### src/hw/fws_params.svh
// constants of the flash write-status polling controller: offsets, fields, timing
// assumes a 200 MHz pclk and a 16-bit flash data bus in word mode
//
// What this block does
// - reads paced by output or chip enable
// - host starts with two back-to-back full reads
// - no toggle means done; next read is data
// - toggling plus timing limit: recheck, reset only if still toggling
// - resumed polling restarts from the first read
// - after failure host writes the reset command
// - fast sector commands may skip erase timer
// - host confirms acceptance, checks erase timer bit
// - status reads address the busy bank
// - host presents a valid status address
`ifndef FWS_PARAMS_SVH
`define FWS_PARAMS_SVH

// ******************************************************
// register map (byte offsets on the apb bus)
// ******************************************************
`define FWS_REG_CTRL 12'h000
`define FWS_REG_ADDR 12'h004
`define FWS_REG_WDATA 12'h008
`define FWS_REG_STATUS 12'h00C
`define FWS_REG_RDATA 12'h010

// ctrl fields (write-one pulses and level options)
`define FWS_CTRL_POLL 0
`define FWS_CTRL_WRITE 1
`define FWS_CTRL_READ 2
`define FWS_CTRL_ABORT 3
`define FWS_CTRL_USE_SECTOR 4
`define FWS_CTRL_PACE_CE 5
`define FWS_CTRL_HW_RESET 6

// status fields
`define FWS_ST_BUSY 0
`define FWS_ST_DONE 1
`define FWS_ST_FAIL 2
`define FWS_ST_READY 3
`define FWS_ST_LIMIT 4
`define FWS_ST_ERASE_TIMER 5
`define FWS_ST_SECT_TOG 6
`define FWS_ST_GLOB_TOG 7
`define FWS_ST_POLL_BIT 8

// flash status bit positions on the data bus
`define FWS_DQ_SECTOR_TOGGLE 2
`define FWS_DQ_ERASE_TIMER 3
`define FWS_DQ_TIMING_LIMIT 5
`define FWS_DQ_GLOBAL_TOGGLE 6
`define FWS_DQ_DATA_POLLING 7

// widths and commands
`define FWS_AW 21
`define FWS_DW 16
`define FWS_CMD_RESET 16'h00F0
`define FWS_ZERO32 32'h00000000

// ******************************************************
// timing (ns figures, cycles derived from the clock rate)
// ******************************************************
`define FWS_CLK_MHZ 200
`define FWS_T_ACC_NS 70
`define FWS_T_WP_NS 35
`define FWS_T_REC_NS 20
`define FWS_CYC_UP(ns) (((ns) * `FWS_CLK_MHZ + 999) / 1000)
`define FWS_SYNC_LAT 3
`define FWS_ACC_CYC 8'(`FWS_CYC_UP(`FWS_T_ACC_NS) + `FWS_SYNC_LAT)
`define FWS_WP_CYC 8'(`FWS_CYC_UP(`FWS_T_WP_NS))
`define FWS_REC_CYC 8'(`FWS_CYC_UP(`FWS_T_REC_NS))

`endif

### src/hw/fws_pkg.sv
// types of the flash write-status polling controller
// assumes fws_params.svh is compiled alongside
package fws_pkg;
  // polling sequencer states, gray coded in the order listed
  typedef enum logic [2:0] {
    FWS_IDLE = 3'h0,
    FWS_RD1 = 3'h1,
    FWS_RD2 = 3'h3,
    FWS_CHK = 3'h2,
    FWS_RD3 = 3'h6,
    FWS_RSTC = 3'h7,
    FWS_DATA = 3'h5,
    FWS_ONE = 3'h4
  } fws_state_t;
  // single flash cycle engine states
  typedef enum logic [1:0] {
    FWS_C_IDLE = 2'h0,
    FWS_C_ACT = 2'h1,
    FWS_C_REC = 2'h3
  } fws_cyc_t;
endpackage

### src/hw/fws_sync.sv
// three-stage pin synchroniser, one lane per bit
// assumes inputs are asynchronous to pclk
`timescale 1ns/1ps
module fws_sync #(
  parameter int W = 1,
  parameter logic [W-1:0] INIT = '0
) (
  // clock and reset
  input wire logic pclk,
  input wire logic presetn,
  // pin side and filtered side
  input wire logic [W-1:0] pin,
  output logic [W-1:0] q
);
  // ******************************************************
  // per-bit lanes
  // ******************************************************
  genvar i;
  generate
    for (i = 0; i < W; i++) begin : g_lane
      logic s1; // read only by s2
      logic s2;
      logic s3;
      // a change counts only once stages two and three agree
      always_ff @(posedge pclk or negedge presetn) begin
        if (!presetn) begin
          s1 <= INIT[i];
          s2 <= INIT[i];
          s3 <= INIT[i];
          q[i] <= INIT[i];
        end else begin
          s1 <= pin[i];
          s2 <= s1;
          s3 <= s2;
          if (s2 == s3) begin
            q[i] <= s3;
          end
        end
      end
    end
  endgenerate
endmodule // fws_sync

### src/hw/fws_cycle.sv
// one flash bus cycle (read or write) with strobe pacing
// assumes data pins are already synchronised into dq_sync
`timescale 1ns/1ps
`include "fws_params.svh"
module fws_cycle (
  // clock and reset
  input wire logic pclk,
  input wire logic presetn,
  // request from the sequencer
  input wire logic start,
  input wire logic is_write,
  input wire logic hold,
  input wire logic pace_ce,
  input wire logic [`FWS_AW-1:0] addr_in,
  input wire logic [`FWS_DW-1:0] wdata_in,
  input wire logic [`FWS_DW-1:0] dq_sync,
  // answer
  output logic done,
  output logic [`FWS_DW-1:0] rdata,
  // flash pins
  output logic [`FWS_AW-1:0] flash_addr,
  output logic flash_ce_n,
  output logic flash_oe_n,
  output logic flash_we_n,
  output logic [`FWS_DW-1:0] flash_dq_out,
  output logic flash_dq_oe
);
  import fws_pkg::*;

  fws_cyc_t st; // engine state
  logic [7:0] cnt; // phase countdown
  logic wr; // current cycle is a write

  // ******************************************************
  // cycle engine
  // ******************************************************
  // while polling, the non-pacing strobe stays low so only one strobe edges each read
  always_ff @(posedge pclk or negedge presetn) begin
    if (!presetn) begin
      st <= FWS_C_IDLE;
      cnt <= 8'h00;
      wr <= 1'b0;
      done <= 1'b0;
      rdata <= 16'h0000;
      flash_addr <= 21'h000000;
      flash_ce_n <= 1'b1;
      flash_oe_n <= 1'b1;
      flash_we_n <= 1'b1;
      flash_dq_out <= 16'h0000;
      flash_dq_oe <= 1'b0;
    end else begin
      done <= 1'b0;
      case (st)
        FWS_C_IDLE: begin
          if (start) begin
            flash_addr <= addr_in;
            wr <= is_write;
            flash_ce_n <= 1'b0;
            if (is_write) begin
              flash_oe_n <= 1'b1;
              flash_we_n <= 1'b0;
              flash_dq_out <= wdata_in;
              flash_dq_oe <= 1'b1;
              cnt <= `FWS_WP_CYC;
            end else begin
              flash_oe_n <= 1'b0;
              cnt <= `FWS_ACC_CYC;
            end
            st <= FWS_C_ACT;
          end else begin
            flash_ce_n <= ~(hold & ~pace_ce);
            flash_oe_n <= ~(hold & pace_ce);
          end
        end
        FWS_C_ACT: begin
          if (cnt == 8'h00) begin
            if (wr) begin
              flash_we_n <= 1'b1; // rising edge latches the word
            end else begin
              rdata <= dq_sync;
              flash_ce_n <= ~(hold & ~pace_ce);
              flash_oe_n <= ~(hold & pace_ce);
            end
            cnt <= `FWS_REC_CYC;
            st <= FWS_C_REC;
          end else begin
            cnt <= cnt - 8'h01;
          end
        end
        FWS_C_REC: begin
          if (cnt == 8'h00) begin
            flash_dq_oe <= 1'b0;
            flash_ce_n <= ~(hold & ~pace_ce);
            done <= 1'b1;
            st <= FWS_C_IDLE;
          end else begin
            cnt <= cnt - 8'h01;
          end
        end
        default: begin
          st <= FWS_C_IDLE;
        end
      endcase
    end
  end
endmodule // fws_cycle

### src/hw/fws_ctrl.sv
// top of the flash write-status polling controller: apb registers, toggle-bit
// polling sequencer and the flash pin drivers
// assumes one 200 MHz clock; flash pins are asynchronous and pass synchronisers
//
// Decided for this implementation: the register offsets and register access over APB.
`timescale 1ns/1ps
`include "fws_params.svh"
module fws_ctrl (
  // clock and reset
  input wire logic pclk,
  input wire logic presetn,
  // apb slave
  input wire logic [11:0] paddr,
  input wire logic psel,
  input wire logic penable,
  input wire logic pwrite,
  input wire logic [31:0] pwdata,
  output logic pready,
  output logic [31:0] prdata,
  output logic pslverr,
  // flash address and strobes
  output logic [`FWS_AW-1:0] flash_addr,
  output logic flash_ce_n,
  output logic flash_oe_n,
  output logic flash_we_n,
  output logic flash_reset_n,
  // flash data bus (two-way, split)
  input wire logic [`FWS_DW-1:0] flash_dq_in,
  output logic [`FWS_DW-1:0] flash_dq_out,
  output logic flash_dq_oe,
  // open-drain ready/busy from the flash
  input wire logic ready_busy_n
);
  import fws_pkg::*;

  // ******************************************************
  // declarations
  // ******************************************************
  fws_state_t state; // polling sequencer state
  logic [`FWS_AW-1:0] addr_reg; // status or target address
  logic [`FWS_DW-1:0] wdata_reg; // word for single writes
  logic use_sector; // compare the sector toggle instead of global
  logic pace_ce; // pace reads with chip enable, else output enable
  logic hw_reset; // software hold on the flash reset pin
  logic abort_req; // stop polling at the next check
  logic done_flag; // last operation finished
  logic fail_flag; // polling ended in a timing-limit failure
  logic limit_seen; // timing limit bit was high in the second read of a pair
  logic [`FWS_DW-1:0] first_word; // earlier read of the pair
  logic [`FWS_DW-1:0] last_word; // latest word read
  logic sect_tog; // sector toggle moved between the pair
  logic glob_tog; // global toggle moved between the pair
  logic cyc_start; // pulse to the cycle engine
  logic cyc_write; // direction for the engine
  logic [`FWS_DW-1:0] cyc_wdata; // data for engine writes
  logic cyc_done; // engine finished a cycle
  logic [`FWS_DW-1:0] cyc_rdata; // word from the engine
  logic [`FWS_DW-1:0] dq_sync; // synchronised data pins
  logic ready_sync; // synchronised ready/busy
  logic polling; // strobe hold while in a polling run
  logic apb_go; // access phase, answered one cycle later
  logic apb_wr; // write lands as pready is sampled high
  logic wr_ctrl; // software write to the control register
  logic toggled; // selected toggle bit moved between two words
  logic cyc_busy; // engine has a cycle in flight

  // ******************************************************
  // synchronisers for the flash pins
  // ******************************************************
  fws_sync #(.W(`FWS_DW), .INIT(16'h0000)) u_dq_sync (
    .pclk(pclk),
    .presetn(presetn),
    .pin(flash_dq_in),
    .q(dq_sync)
  );

  // ready/busy idles high through its pull-up
  fws_sync #(.W(1), .INIT(1'b1)) u_rb_sync (
    .pclk(pclk),
    .presetn(presetn),
    .pin(ready_busy_n),
    .q(ready_sync)
  );

  // ******************************************************
  // flash cycle engine
  // ******************************************************
  fws_cycle u_cycle (
    .pclk(pclk),
    .presetn(presetn),
    .start(cyc_start),
    .is_write(cyc_write),
    .hold(polling),
    .pace_ce(pace_ce),
    .addr_in(addr_reg),
    .wdata_in(cyc_wdata),
    .dq_sync(dq_sync),
    .done(cyc_done),
    .rdata(cyc_rdata),
    .flash_addr(flash_addr),
    .flash_ce_n(flash_ce_n),
    .flash_oe_n(flash_oe_n),
    .flash_we_n(flash_we_n),
    .flash_dq_out(flash_dq_out),
    .flash_dq_oe(flash_dq_oe)
  );

  // ******************************************************
  // apb decode
  // ******************************************************
  // answer one cycle into the access phase so prdata can come from a flop
  assign apb_go = psel & penable & ~pready;
  // a write lands only at the edge where the master sees pready, never earlier
  assign apb_wr = psel & penable & pready & pwrite;
  assign wr_ctrl = apb_wr & (paddr == `FWS_REG_CTRL);

  // the toggle test looks at either status bit, chosen by software
  assign toggled = use_sector ?
    (first_word[`FWS_DQ_SECTOR_TOGGLE] != cyc_rdata[`FWS_DQ_SECTOR_TOGGLE]) :
    (first_word[`FWS_DQ_GLOBAL_TOGGLE] != cyc_rdata[`FWS_DQ_GLOBAL_TOGGLE]);

  // strobes stay held only through the status reads of a run
  assign polling = (state == FWS_RD1) | (state == FWS_RD2) | (state == FWS_CHK) |
                   (state == FWS_RD3);

  // ******************************************************
  // apb handshake and read data
  // ******************************************************
  always_ff @(posedge pclk or negedge presetn) begin
    if (!presetn) begin
      pready <= 1'b0;
      prdata <= `FWS_ZERO32;
      pslverr <= 1'b0;
    end else begin
      pready <= apb_go;
      pslverr <= 1'b0;
      prdata <= `FWS_ZERO32;
      if (apb_go) begin
        case (paddr)
          `FWS_REG_CTRL: begin
            prdata[`FWS_CTRL_USE_SECTOR] <= use_sector;
            prdata[`FWS_CTRL_PACE_CE] <= pace_ce;
            prdata[`FWS_CTRL_HW_RESET] <= hw_reset;
          end
          `FWS_REG_ADDR: prdata[`FWS_AW-1:0] <= addr_reg;
          `FWS_REG_WDATA: prdata[`FWS_DW-1:0] <= wdata_reg;
          `FWS_REG_STATUS: begin
            prdata[`FWS_ST_BUSY] <= (state != FWS_IDLE);
            prdata[`FWS_ST_DONE] <= done_flag;
            prdata[`FWS_ST_FAIL] <= fail_flag;
            prdata[`FWS_ST_READY] <= ready_sync;
            prdata[`FWS_ST_LIMIT] <= limit_seen;
            prdata[`FWS_ST_ERASE_TIMER] <= last_word[`FWS_DQ_ERASE_TIMER];
            prdata[`FWS_ST_SECT_TOG] <= sect_tog;
            prdata[`FWS_ST_GLOB_TOG] <= glob_tog;
            prdata[`FWS_ST_POLL_BIT] <= last_word[`FWS_DQ_DATA_POLLING];
          end
          `FWS_REG_RDATA: prdata[`FWS_DW-1:0] <= last_word;
          default: begin
            pslverr <= 1'b1; // unmapped offset
          end
        endcase
      end
    end
  end

  // ******************************************************
  // software-written registers
  // ******************************************************
  // address and options are held steady by software across a run
  always_ff @(posedge pclk or negedge presetn) begin
    if (!presetn) begin
      addr_reg <= 21'h000000;
      wdata_reg <= 16'h0000;
      use_sector <= 1'b0;
      pace_ce <= 1'b0;
      hw_reset <= 1'b0;
    end else if (apb_wr) begin
      if (paddr == `FWS_REG_ADDR) begin
        addr_reg <= pwdata[`FWS_AW-1:0];
      end
      if (paddr == `FWS_REG_WDATA) begin
        wdata_reg <= pwdata[`FWS_DW-1:0];
      end
      if (paddr == `FWS_REG_CTRL) begin
        use_sector <= pwdata[`FWS_CTRL_USE_SECTOR];
        pace_ce <= pwdata[`FWS_CTRL_PACE_CE];
        hw_reset <= pwdata[`FWS_CTRL_HW_RESET];
      end
    end
  end

  // ******************************************************
  // flash reset pin
  // ******************************************************
  always_ff @(posedge pclk or negedge presetn) begin
    if (!presetn) begin
      flash_reset_n <= 1'b1;
    end else begin
      flash_reset_n <= ~hw_reset;
    end
  end

  // ******************************************************
  // abort request
  // ******************************************************
  // a stop taken mid-pair is honoured at the next check; a later start
  // always begins again with a fresh pair, never from stored words
  always_ff @(posedge pclk or negedge presetn) begin
    if (!presetn) begin
      abort_req <= 1'b0;
    end else if (wr_ctrl & pwdata[`FWS_CTRL_ABORT] & (state != FWS_IDLE)) begin
      abort_req <= 1'b1;
    end else if (state == FWS_IDLE) begin
      abort_req <= 1'b0;
    end
  end

  // ******************************************************
  // polling sequencer
  // ******************************************************
  // runs the toggle-bit walk: a pair of reads, a compare, an optional
  // recheck when the timing limit is up, then a data read or a reset command
  always_ff @(posedge pclk or negedge presetn) begin
    if (!presetn) begin
      state <= FWS_IDLE;
      cyc_start <= 1'b0;
      cyc_write <= 1'b0;
      cyc_wdata <= 16'h0000;
      cyc_busy <= 1'b0;
    end else begin
      cyc_start <= 1'b0;
      if (cyc_done) begin
        cyc_busy <= 1'b0;
      end
      case (state)
        FWS_IDLE: begin
          if (wr_ctrl & pwdata[`FWS_CTRL_POLL]) begin
            cyc_write <= 1'b0;
            cyc_start <= 1'b1;
            cyc_busy <= 1'b1;
            state <= FWS_RD1;
          end else if (wr_ctrl & pwdata[`FWS_CTRL_WRITE]) begin
            cyc_write <= 1'b1;
            cyc_wdata <= wdata_reg;
            cyc_start <= 1'b1;
            cyc_busy <= 1'b1;
            state <= FWS_ONE;
          end else if (wr_ctrl & pwdata[`FWS_CTRL_READ]) begin
            cyc_write <= 1'b0;
            cyc_start <= 1'b1;
            cyc_busy <= 1'b1;
            state <= FWS_ONE;
          end
        end
        FWS_RD1: begin
          // second read is requested as soon as the first completes, after its recovery
          if (cyc_done) begin
            cyc_start <= 1'b1;
            cyc_busy <= 1'b1;
            state <= FWS_RD2;
          end
        end
        FWS_RD2: begin
          if (cyc_done) begin
            state <= FWS_CHK;
          end
        end
        FWS_CHK: begin
          if (!toggled) begin
            cyc_start <= 1'b1;
            cyc_busy <= 1'b1;
            state <= FWS_DATA;
          end else if (cyc_rdata[`FWS_DQ_TIMING_LIMIT]) begin
            cyc_start <= 1'b1;
            cyc_busy <= 1'b1;
            state <= FWS_RD3;
          end else if (abort_req) begin
            state <= FWS_IDLE;
          end else begin
            cyc_start <= 1'b1; // keep monitoring with a fresh pair
            cyc_busy <= 1'b1;
            state <= FWS_RD1;
          end
        end
        FWS_RD3: begin
          if (cyc_done & toggled) begin
            cyc_write <= 1'b1;
            cyc_wdata <= `FWS_CMD_RESET;
            cyc_start <= 1'b1;
            cyc_busy <= 1'b1;
            state <= FWS_RSTC;
          end else if (cyc_done) begin
            cyc_start <= 1'b1; // stopped as the limit rose: success
            cyc_busy <= 1'b1;
            state <= FWS_DATA;
          end
        end
        FWS_RSTC: begin
          if (cyc_done) begin
            cyc_write <= 1'b0;
            state <= FWS_IDLE;
          end
        end
        FWS_DATA: begin
          if (cyc_done) begin
            state <= FWS_IDLE;
          end
        end
        FWS_ONE: begin
          if (cyc_done) begin
            cyc_write <= 1'b0;
            state <= FWS_IDLE;
          end
        end
        default: begin
          state <= FWS_IDLE;
        end
      endcase
    end
  end

  // ******************************************************
  // captured words and toggle observations
  // ******************************************************
  always_ff @(posedge pclk or negedge presetn) begin
    if (!presetn) begin
      first_word <= 16'h0000;
      last_word <= 16'h0000;
      sect_tog <= 1'b0;
      glob_tog <= 1'b0;
    end else begin
      // the recheck read is compared with the pair's second word, not the first
      if (state == FWS_CHK) begin
        first_word <= cyc_rdata;
      end
      if (cyc_done & ~cyc_write) begin
        last_word <= cyc_rdata;
        if (state == FWS_RD1) begin
          first_word <= cyc_rdata;
        end
        if (state == FWS_RD2) begin
          sect_tog <= first_word[`FWS_DQ_SECTOR_TOGGLE] != cyc_rdata[`FWS_DQ_SECTOR_TOGGLE];
          glob_tog <= first_word[`FWS_DQ_GLOBAL_TOGGLE] != cyc_rdata[`FWS_DQ_GLOBAL_TOGGLE];
        end
      end
    end
  end

  // ******************************************************
  // outcome flags
  // ******************************************************
  // cleared by the start of the next run, so a set and a clear never meet
  always_ff @(posedge pclk or negedge presetn) begin
    if (!presetn) begin
      done_flag <= 1'b0;
      fail_flag <= 1'b0;
      limit_seen <= 1'b0;
    end else if ((state == FWS_IDLE) & wr_ctrl & (|pwdata[`FWS_CTRL_READ:`FWS_CTRL_POLL])) begin
      done_flag <= 1'b0;
      fail_flag <= 1'b0;
      limit_seen <= 1'b0;
    end else begin
      if (cyc_done & (state == FWS_RD2) & cyc_rdata[`FWS_DQ_TIMING_LIMIT]) begin
        limit_seen <= 1'b1;
      end
      if (cyc_done & ((state == FWS_DATA) | (state == FWS_ONE) | (state == FWS_RSTC))) begin
        done_flag <= 1'b1;
      end
      if (cyc_done & (state == FWS_RSTC)) begin
        fail_flag <= 1'b1;
      end
      if ((state == FWS_CHK) & toggled & ~cyc_rdata[`FWS_DQ_TIMING_LIMIT] & abort_req) begin
        done_flag <= 1'b1;
      end
    end
  end
endmodule // fws_ctrl

### config.mk
export PLATFORM = sky130hd
export DESIGN_NAME = fws_ctrl
export DESIGN_NICKNAME = d
export VERILOG_FILES = /design/src/hw/fws_pkg.sv /design/src/hw/fws_sync.sv /design/src/hw/fws_cycle.sv /design/src/hw/fws_ctrl.sv
export VERILOG_INCLUDE_DIRS = /design/src /design/src/hw
export SDC_FILE = /design/constraint.sdc
export NUM_CORES = 1
export LEC_CHECK = 0
export ABC_AREA = 1
export BUFFER_PORTS_ARGS = -buffer_cell sky130_fd_sc_hd__buf_2
export CAP_MARGIN = 20
export CORE_ASPECT_RATIO = 0.9
export CORE_MARGIN = 2
export CORE_UTILIZATION = 59
export CTS_BUF_LIST = sky130_fd_sc_hd__clkbuf_4
export DETAILED_ROUTE_END_ITERATION = 8
export MAX_ROUTING_LAYER = met4
export PLACE_DENSITY = 0.83
export SYNTH_ARGS = -nofsm -noshare
export SYNTH_HDL_FRONTEND = slang
export SYNTH_HIERARCHICAL = 1
export SYNTH_SLANG_ARGS = --single-unit
export TNS_END_PERCENT = 1
### constraint.sdc
create_clock -name pclk -period 1.9 [get_ports pclk]
set_input_delay 0.38 -clock pclk [delete_from_list [all_inputs] [get_ports pclk]]
set_output_delay 0.38 -clock pclk [all_outputs]
set_load 0.02 [all_outputs]
# --- After elaboration in Yosys (flattened, before gate mapping) ---
# Cells that the tools add are included.
word_totals:
  ff_bits: 260
  inputBits: 66
  out_inout_bits: 76
  elab_cells: 301
op_classes:
  n_addsub: 1
  eq_ne: 48
  mux: 82
  bitwise_logic: 36
  reduce_logical: 34
op_table:
  columns: ["op", "count"]
  rows:
  - ["$mux W16", 6]
  - ["$mux W1", 43]
  - ["$pmux W16 S2", 1]
  - ["$mux W3", 10]
  - ["$eq A12 B4 Y1 const B", 2]
  - ["$mux W8", 3]
  - ["$pmux W8 S3", 1]
  - ["$and A1 B1 Y1", 23]
  - ["$mux W21", 1]
  - ["$pmux W7 S3", 1]
  - ["$pmux W3 S6", 1]
  - ["$eq A1 B1 Y1", 17]
  - ["$ne A2 B1 Y1 const B", 8]
  - ["$pmux W4 S4", 1]
  - ["$reduce_and A4 Y1", 4]
  - ["$pmux W3 S5", 1]
  - ["$reduce_and A3 Y1", 5]
  - ["$eq A12 B3 Y1 const B", 1]
  - ["$eq A12 B5 Y1 const B", 1]
  - ["$eq A3 B3 Y1 const B", 4]
  - ["$logic_not A12 Y1", 1]
  - ["$ne A2 B2 Y1 const B", 6]
  - ["$reduce_bool A2 Y1", 6]
  - ["$reduce_bool A3 Y1", 4]
  - ["25 further kinds", 50]

# --- Longest topological paths before layout ---
logic_depth:
  depth_word: 9
  mapped_depth: 12
  mapped_depth_nobuf: 11

# --- Cells and area by module ---
# Netlist, hierarchy kept.
modules_own_cells:
  columns: ["module", "n_inst", "cells_each", "area_per_inst_um2", "seq_area_each_um2"]
  rows:
  - ["fws_ctrl", 1, 618, 5011.1, 2728.9]
  - ["fws_cycle", 1, 323, 3029.2, 1730.4]
  - ["fws_sync (u_dq_sync)", 1, 128, 1861.8, 1601.5]
  - ["fws_sync (u_rb_sync)", 1, 8, 121.4, 105.1]

# --- Least setup slack after synthesis ---
# No wires, ideal clock.
synth_timing:
  path_type: "register -> register"
  startpoint: "register pready"
  endpoint: "register addr_reg[11]"
  setup_time_ns: 0.132
  t_arrival_ns: 1.493
  required_ns: 1.768
  path_slack_ns: 0.275
  stages_incl_launch_ff: 8
  n_path_buf: 2
  period_less_slack_ns: 1.625
  path_cell_list: "dfrtp_1 nand2_1 nor2_1 clkbuf_1 nand2_1 buf_2 nand2_1 o21ai_0"
synth_between:
  elab_chain_cells: 3
synth_rtl:
  columns: ["item", "line_no", "rtl"]
  rows:
  - ["from (decl)", "fws_ctrl.sv:18", "output logic pready,"]
  - ["from (signal assigned)", "fws_ctrl.sv:135", "pready <= apb_go;"]
  - ["$and A1 B1 Y1 (2 in series)", "fws_ctrl.sv:114", "assign apb_wr = psel & penable & pready & pwrite;"]
  - ["$reduce_and A2 Y1 (no source line)", null, null]
  - ["to (signal assigned)", "fws_ctrl.sv:180", "addr_reg <= pwdata[`FWS_AW-1:0];"]
  - ["to (decl)", "fws_ctrl.sv:40", "logic [`FWS_AW-1:0] addr_reg;"]
# No other way between the ends.
# A chain may end at the register's enable or synchronous reset.

# --- Final worst setup path ---
layout_timing:
  startpoint: "input port penable"
  endpoint: "register cyc_wdata[10]"
layout_between:
  elab_chain_cells: 7
  word_cells_on_any_way: 9
  classes_between: "eq/ne (2); bitwise (6); reduce/logical (1)"
layout_rtl:
  columns: ["item", "line_no", "rtl"]
  rows:
  - ["from (decl)", "fws_ctrl.sv:15", "input wire logic penable,"]
  - ["$and A1 B1 Y1 * (3 in series)", "fws_ctrl.sv:114", null]
  - ["$and A1 B1 Y1 *", "fws_ctrl.sv:115", "assign wr_ctrl = apb_wr & (paddr == `FWS_REG_CTRL);"]
  - ["$and A1 B1 Y1 (on tied branches)", "fws_ctrl.sv:243, fws_ctrl.sv:238", null]
  - ["$ne A2 B2 Y1 (no source line)", null, null]
  - ["$reduce_and A4 Y1 (no source line) *", null, null]
  - ["to (signal assigned)", "fws_ctrl.sv:245", "cyc_wdata <= wdata_reg;"]
  - ["to (signal assigned)", "fws_ctrl.sv:289", "cyc_wdata <= `FWS_CMD_RESET;"]
  - ["to (decl)", "fws_ctrl.sv:55", "logic [`FWS_DW-1:0] cyc_wdata;"]
# Every way passes the cells marked *; elsewhere a longest branch is shown, timed or not.

==> summary.md <==
| Metric | Value |
|---|---|
| Status | completed |
| Worst setup SP type | input port |
| CP required | around 2.5 ns |
| CTS sink count | 246 |
| Post-DP HPWL | 16300 um |
| Initial Utilization | 59.7% |
| # fillers | ~1.2k |
| Syn Area/Cell | 9.31 um2 |
| Fin. Hold Viols | 0 |
| GRT Util Overall | between 20% and 30% |
| Worst hold path class | in2reg |
| Final period util | 90.6% |
| Min Tclk post-route | ~1.7 ns |
| Worst-path fanout max | 15 |
| H-tree levels | 2 |
| Clk_lat worst skew | approximately 0.7 ns |
| CTS Root Cell | clkbuf_4 |
| GR Layer Usage met1 | a little over a third |
| Gr busiest metal | met2 |
| IO Pins | about 140 |
| Hold slack | 0.0430 ns |
| Data arrival time of the critical path | 2.30 ns |
| 1st-iter DRT viols | between 500 and 600 |
| Met2 usage | 45.3% |
| Post-route ant nets | 0 |
| Synth Register Bits | 246 |
| Vias in the first global route | 8224 |
| Layout cells sized above 1 | 23.1% |
| VDD IR-drop max | 621 uV |
| Total gr overflow | 0 |
| Ant. Diodes | 0 |
| Die area | 18000 um2 |
| Die Y | 128 um |
| Syn. warnings | 6 |
| Row count | 45 |
| Clock Skew | 0.0565 ns |
| Worst slack, placed | -0.103 ns |
| Core area | ~17000 um2 |
| Critical path endpoint category | flip-flop |
| Final Wtd Congestion | 0.921 |
| Via count | 8217 |
| Reg clk slew, reported paths | 0.07 ns |
| Setup Viol. Count Final | 0 |
| EDFF count, synth | 0 |
| Synth-to-Final Area Change | 22.4% |
| Die W | 141 um |
| Initial antenna violation count | 0 |
| MaxCap Viol Count | 0 |
| RSZ-0062 raised after global routing | false |
| Fin util | between 70 and 80% |
| Vias per std cell | 5.25 |
| Synthesized cell area | 10000 um2 |
| Synth Flop Type | dfrtp_1 |
| CTS buffer count | 59 |
| Leakage | 6.71 nW |
| Post-synthesis cell type count | 41 |
| CTS tree | done |
| Nets | 1371 |
| Maximum clock rate | 0.581 GHz |
| Largest net degree at the start of global routing | 48 |
| Met3 usage | between 5 and 6% |
| IO Port Bufs | 119 |
| Worst setup margin | 0.179 ns |
| Power per standard cell area | 874 nW/um2 |
| Max-slew violations | 0 |
| Post-Syn Instances | 1077 |
| Drt pass-1 iters | 6 |
| Drt total wl | 23600 um |
| Ys async rst share | 100% |
| First-pass GRT wire length | 38900 um |
| Clk buf depth | 3 |
| Sequential share of the synthesized area | 61.5% |
| CP Class | in2reg |
| Residual DRC | 0 |
| Wire per inst | 15.1 um |
## worst paths after layout
check,start,to,slack [ns],depth (start not counted)
worst max-delay path,penable,cyc_wdata[10],0.18,11
worst min-delay path,pwdata[1],wdata_reg[1],0.04,3
worst max register to register,state[0],cyc_wdata[10],0.19,9
worst min register to register,u_dq_sync/g_lane[4].s1,u_dq_sync/g_lane[4].s2,0.33,0
max in group asynchronous,presetn,u_cycle/flash_oe_n,1.00,3
min in group asynchronous,presetn,prdata[15],0.21,2
## per-layer routing
metal,routed length (um),vias up
li1,-,3897
met1,9800,3906
met2,11500,349
met3,1610,65
met4,665,0
met5,0,-
## synthesized netlist by cell type, types with 11 or more instances
master	count	area, um2
a21oi_1	30	150
clkbuf_1	15	56.3
buf_4	13	97.6
dfrtp_1	238	5960
inv_1	94	353
nand3_1	89	445
o21ai_0	43	215
o21ai_1	12	60.1
nand2_1	360	1350
nor2_1	72	270
nand4_1	11	68.8
## stage by stage
stage	cell area (um2)	setup TNS (ns)	cells	power (mW)
2_1_floorplan	10100	0	1087	6.06
3_3_place_gp	11100	-0.0897	1415	6.43
3_5_place_dp	11100	-2.55	1415	6.45
4_1_cts	12200	0	1563	10.8
5_1_grt	12300	0	1564	11.3
6_report	12300	0	1564	10.7
## power by group
part           total (mW)  switching (mW)  internal, mW
registers            5.45          0.0879          5.36
clock network        4.27            2.01          2.26
logic                1.01           0.644         0.369
total                10.7            2.74          7.99
## cell type report
cell class,instances,area [um2],area share [%]
flip-flops and latches,246,6170,50.3
multi-input cells,695,3250,26.5
repair buffers,196,1400,11.4
clock buffers,95,713,5.81
inverters,106,407,3.31
well taps,211,264,2.15
clock inverters,15,61.3,0.500
## kinds of logic after synthesis
logic type	count (synthesis)	synth area share [%]
buffers and inverters	146	6.44
flip-flops	246	61.5
XOR/XNOR	2	0.175
AO/OA/AOI/OAI	106	5.70
adder cells (fa/ha/maj)	1	0.125
AND/OR/NAND/NOR	559	23.9
multiplexers	16	2.10
other	1	0.0374
## cell usage in the layout, fill, tap and decap left out, types with 8 or more instances in the layout
cell,instances
buf_12,10
clkinv_1,15
o21ai_1,12
dlygate4sd3_1,38
inv_1,94
nand4_1,11
dfstp_2,8
buf_4,29
mux2_2,8
dfrtp_1,238
nand3_1,89
inv_2,8
mux2_4,8
conb_1,11
nand2_1,360
buf_2,118
o21ai_0,43
nor2_1,72
a31oi_1,8
a21oi_1,30
clkbuf_4,95
## worst max-delay path, cell delays in order
cell,delay (ns)
dlygate4sd3_1,0.53
buf_2,0.10
nand2_1,0.07
nor2_1,0.23
buf_12,0.18
nand4_1,0.16
nor2_2,0.24
nor2_8,0.08
buf_12,0.15
nand3_1,0.09
nand2_1,0.06
## what timing repair did
item	in CTS	in global routing
buffers inserted	0	1
hold buffers	38	0
endpoints found under the setup margin	0	17
hold endpoints to repair	272	0
gates resized for setup	0	1
Note: power is estimated with default switching activity, not from simulation.
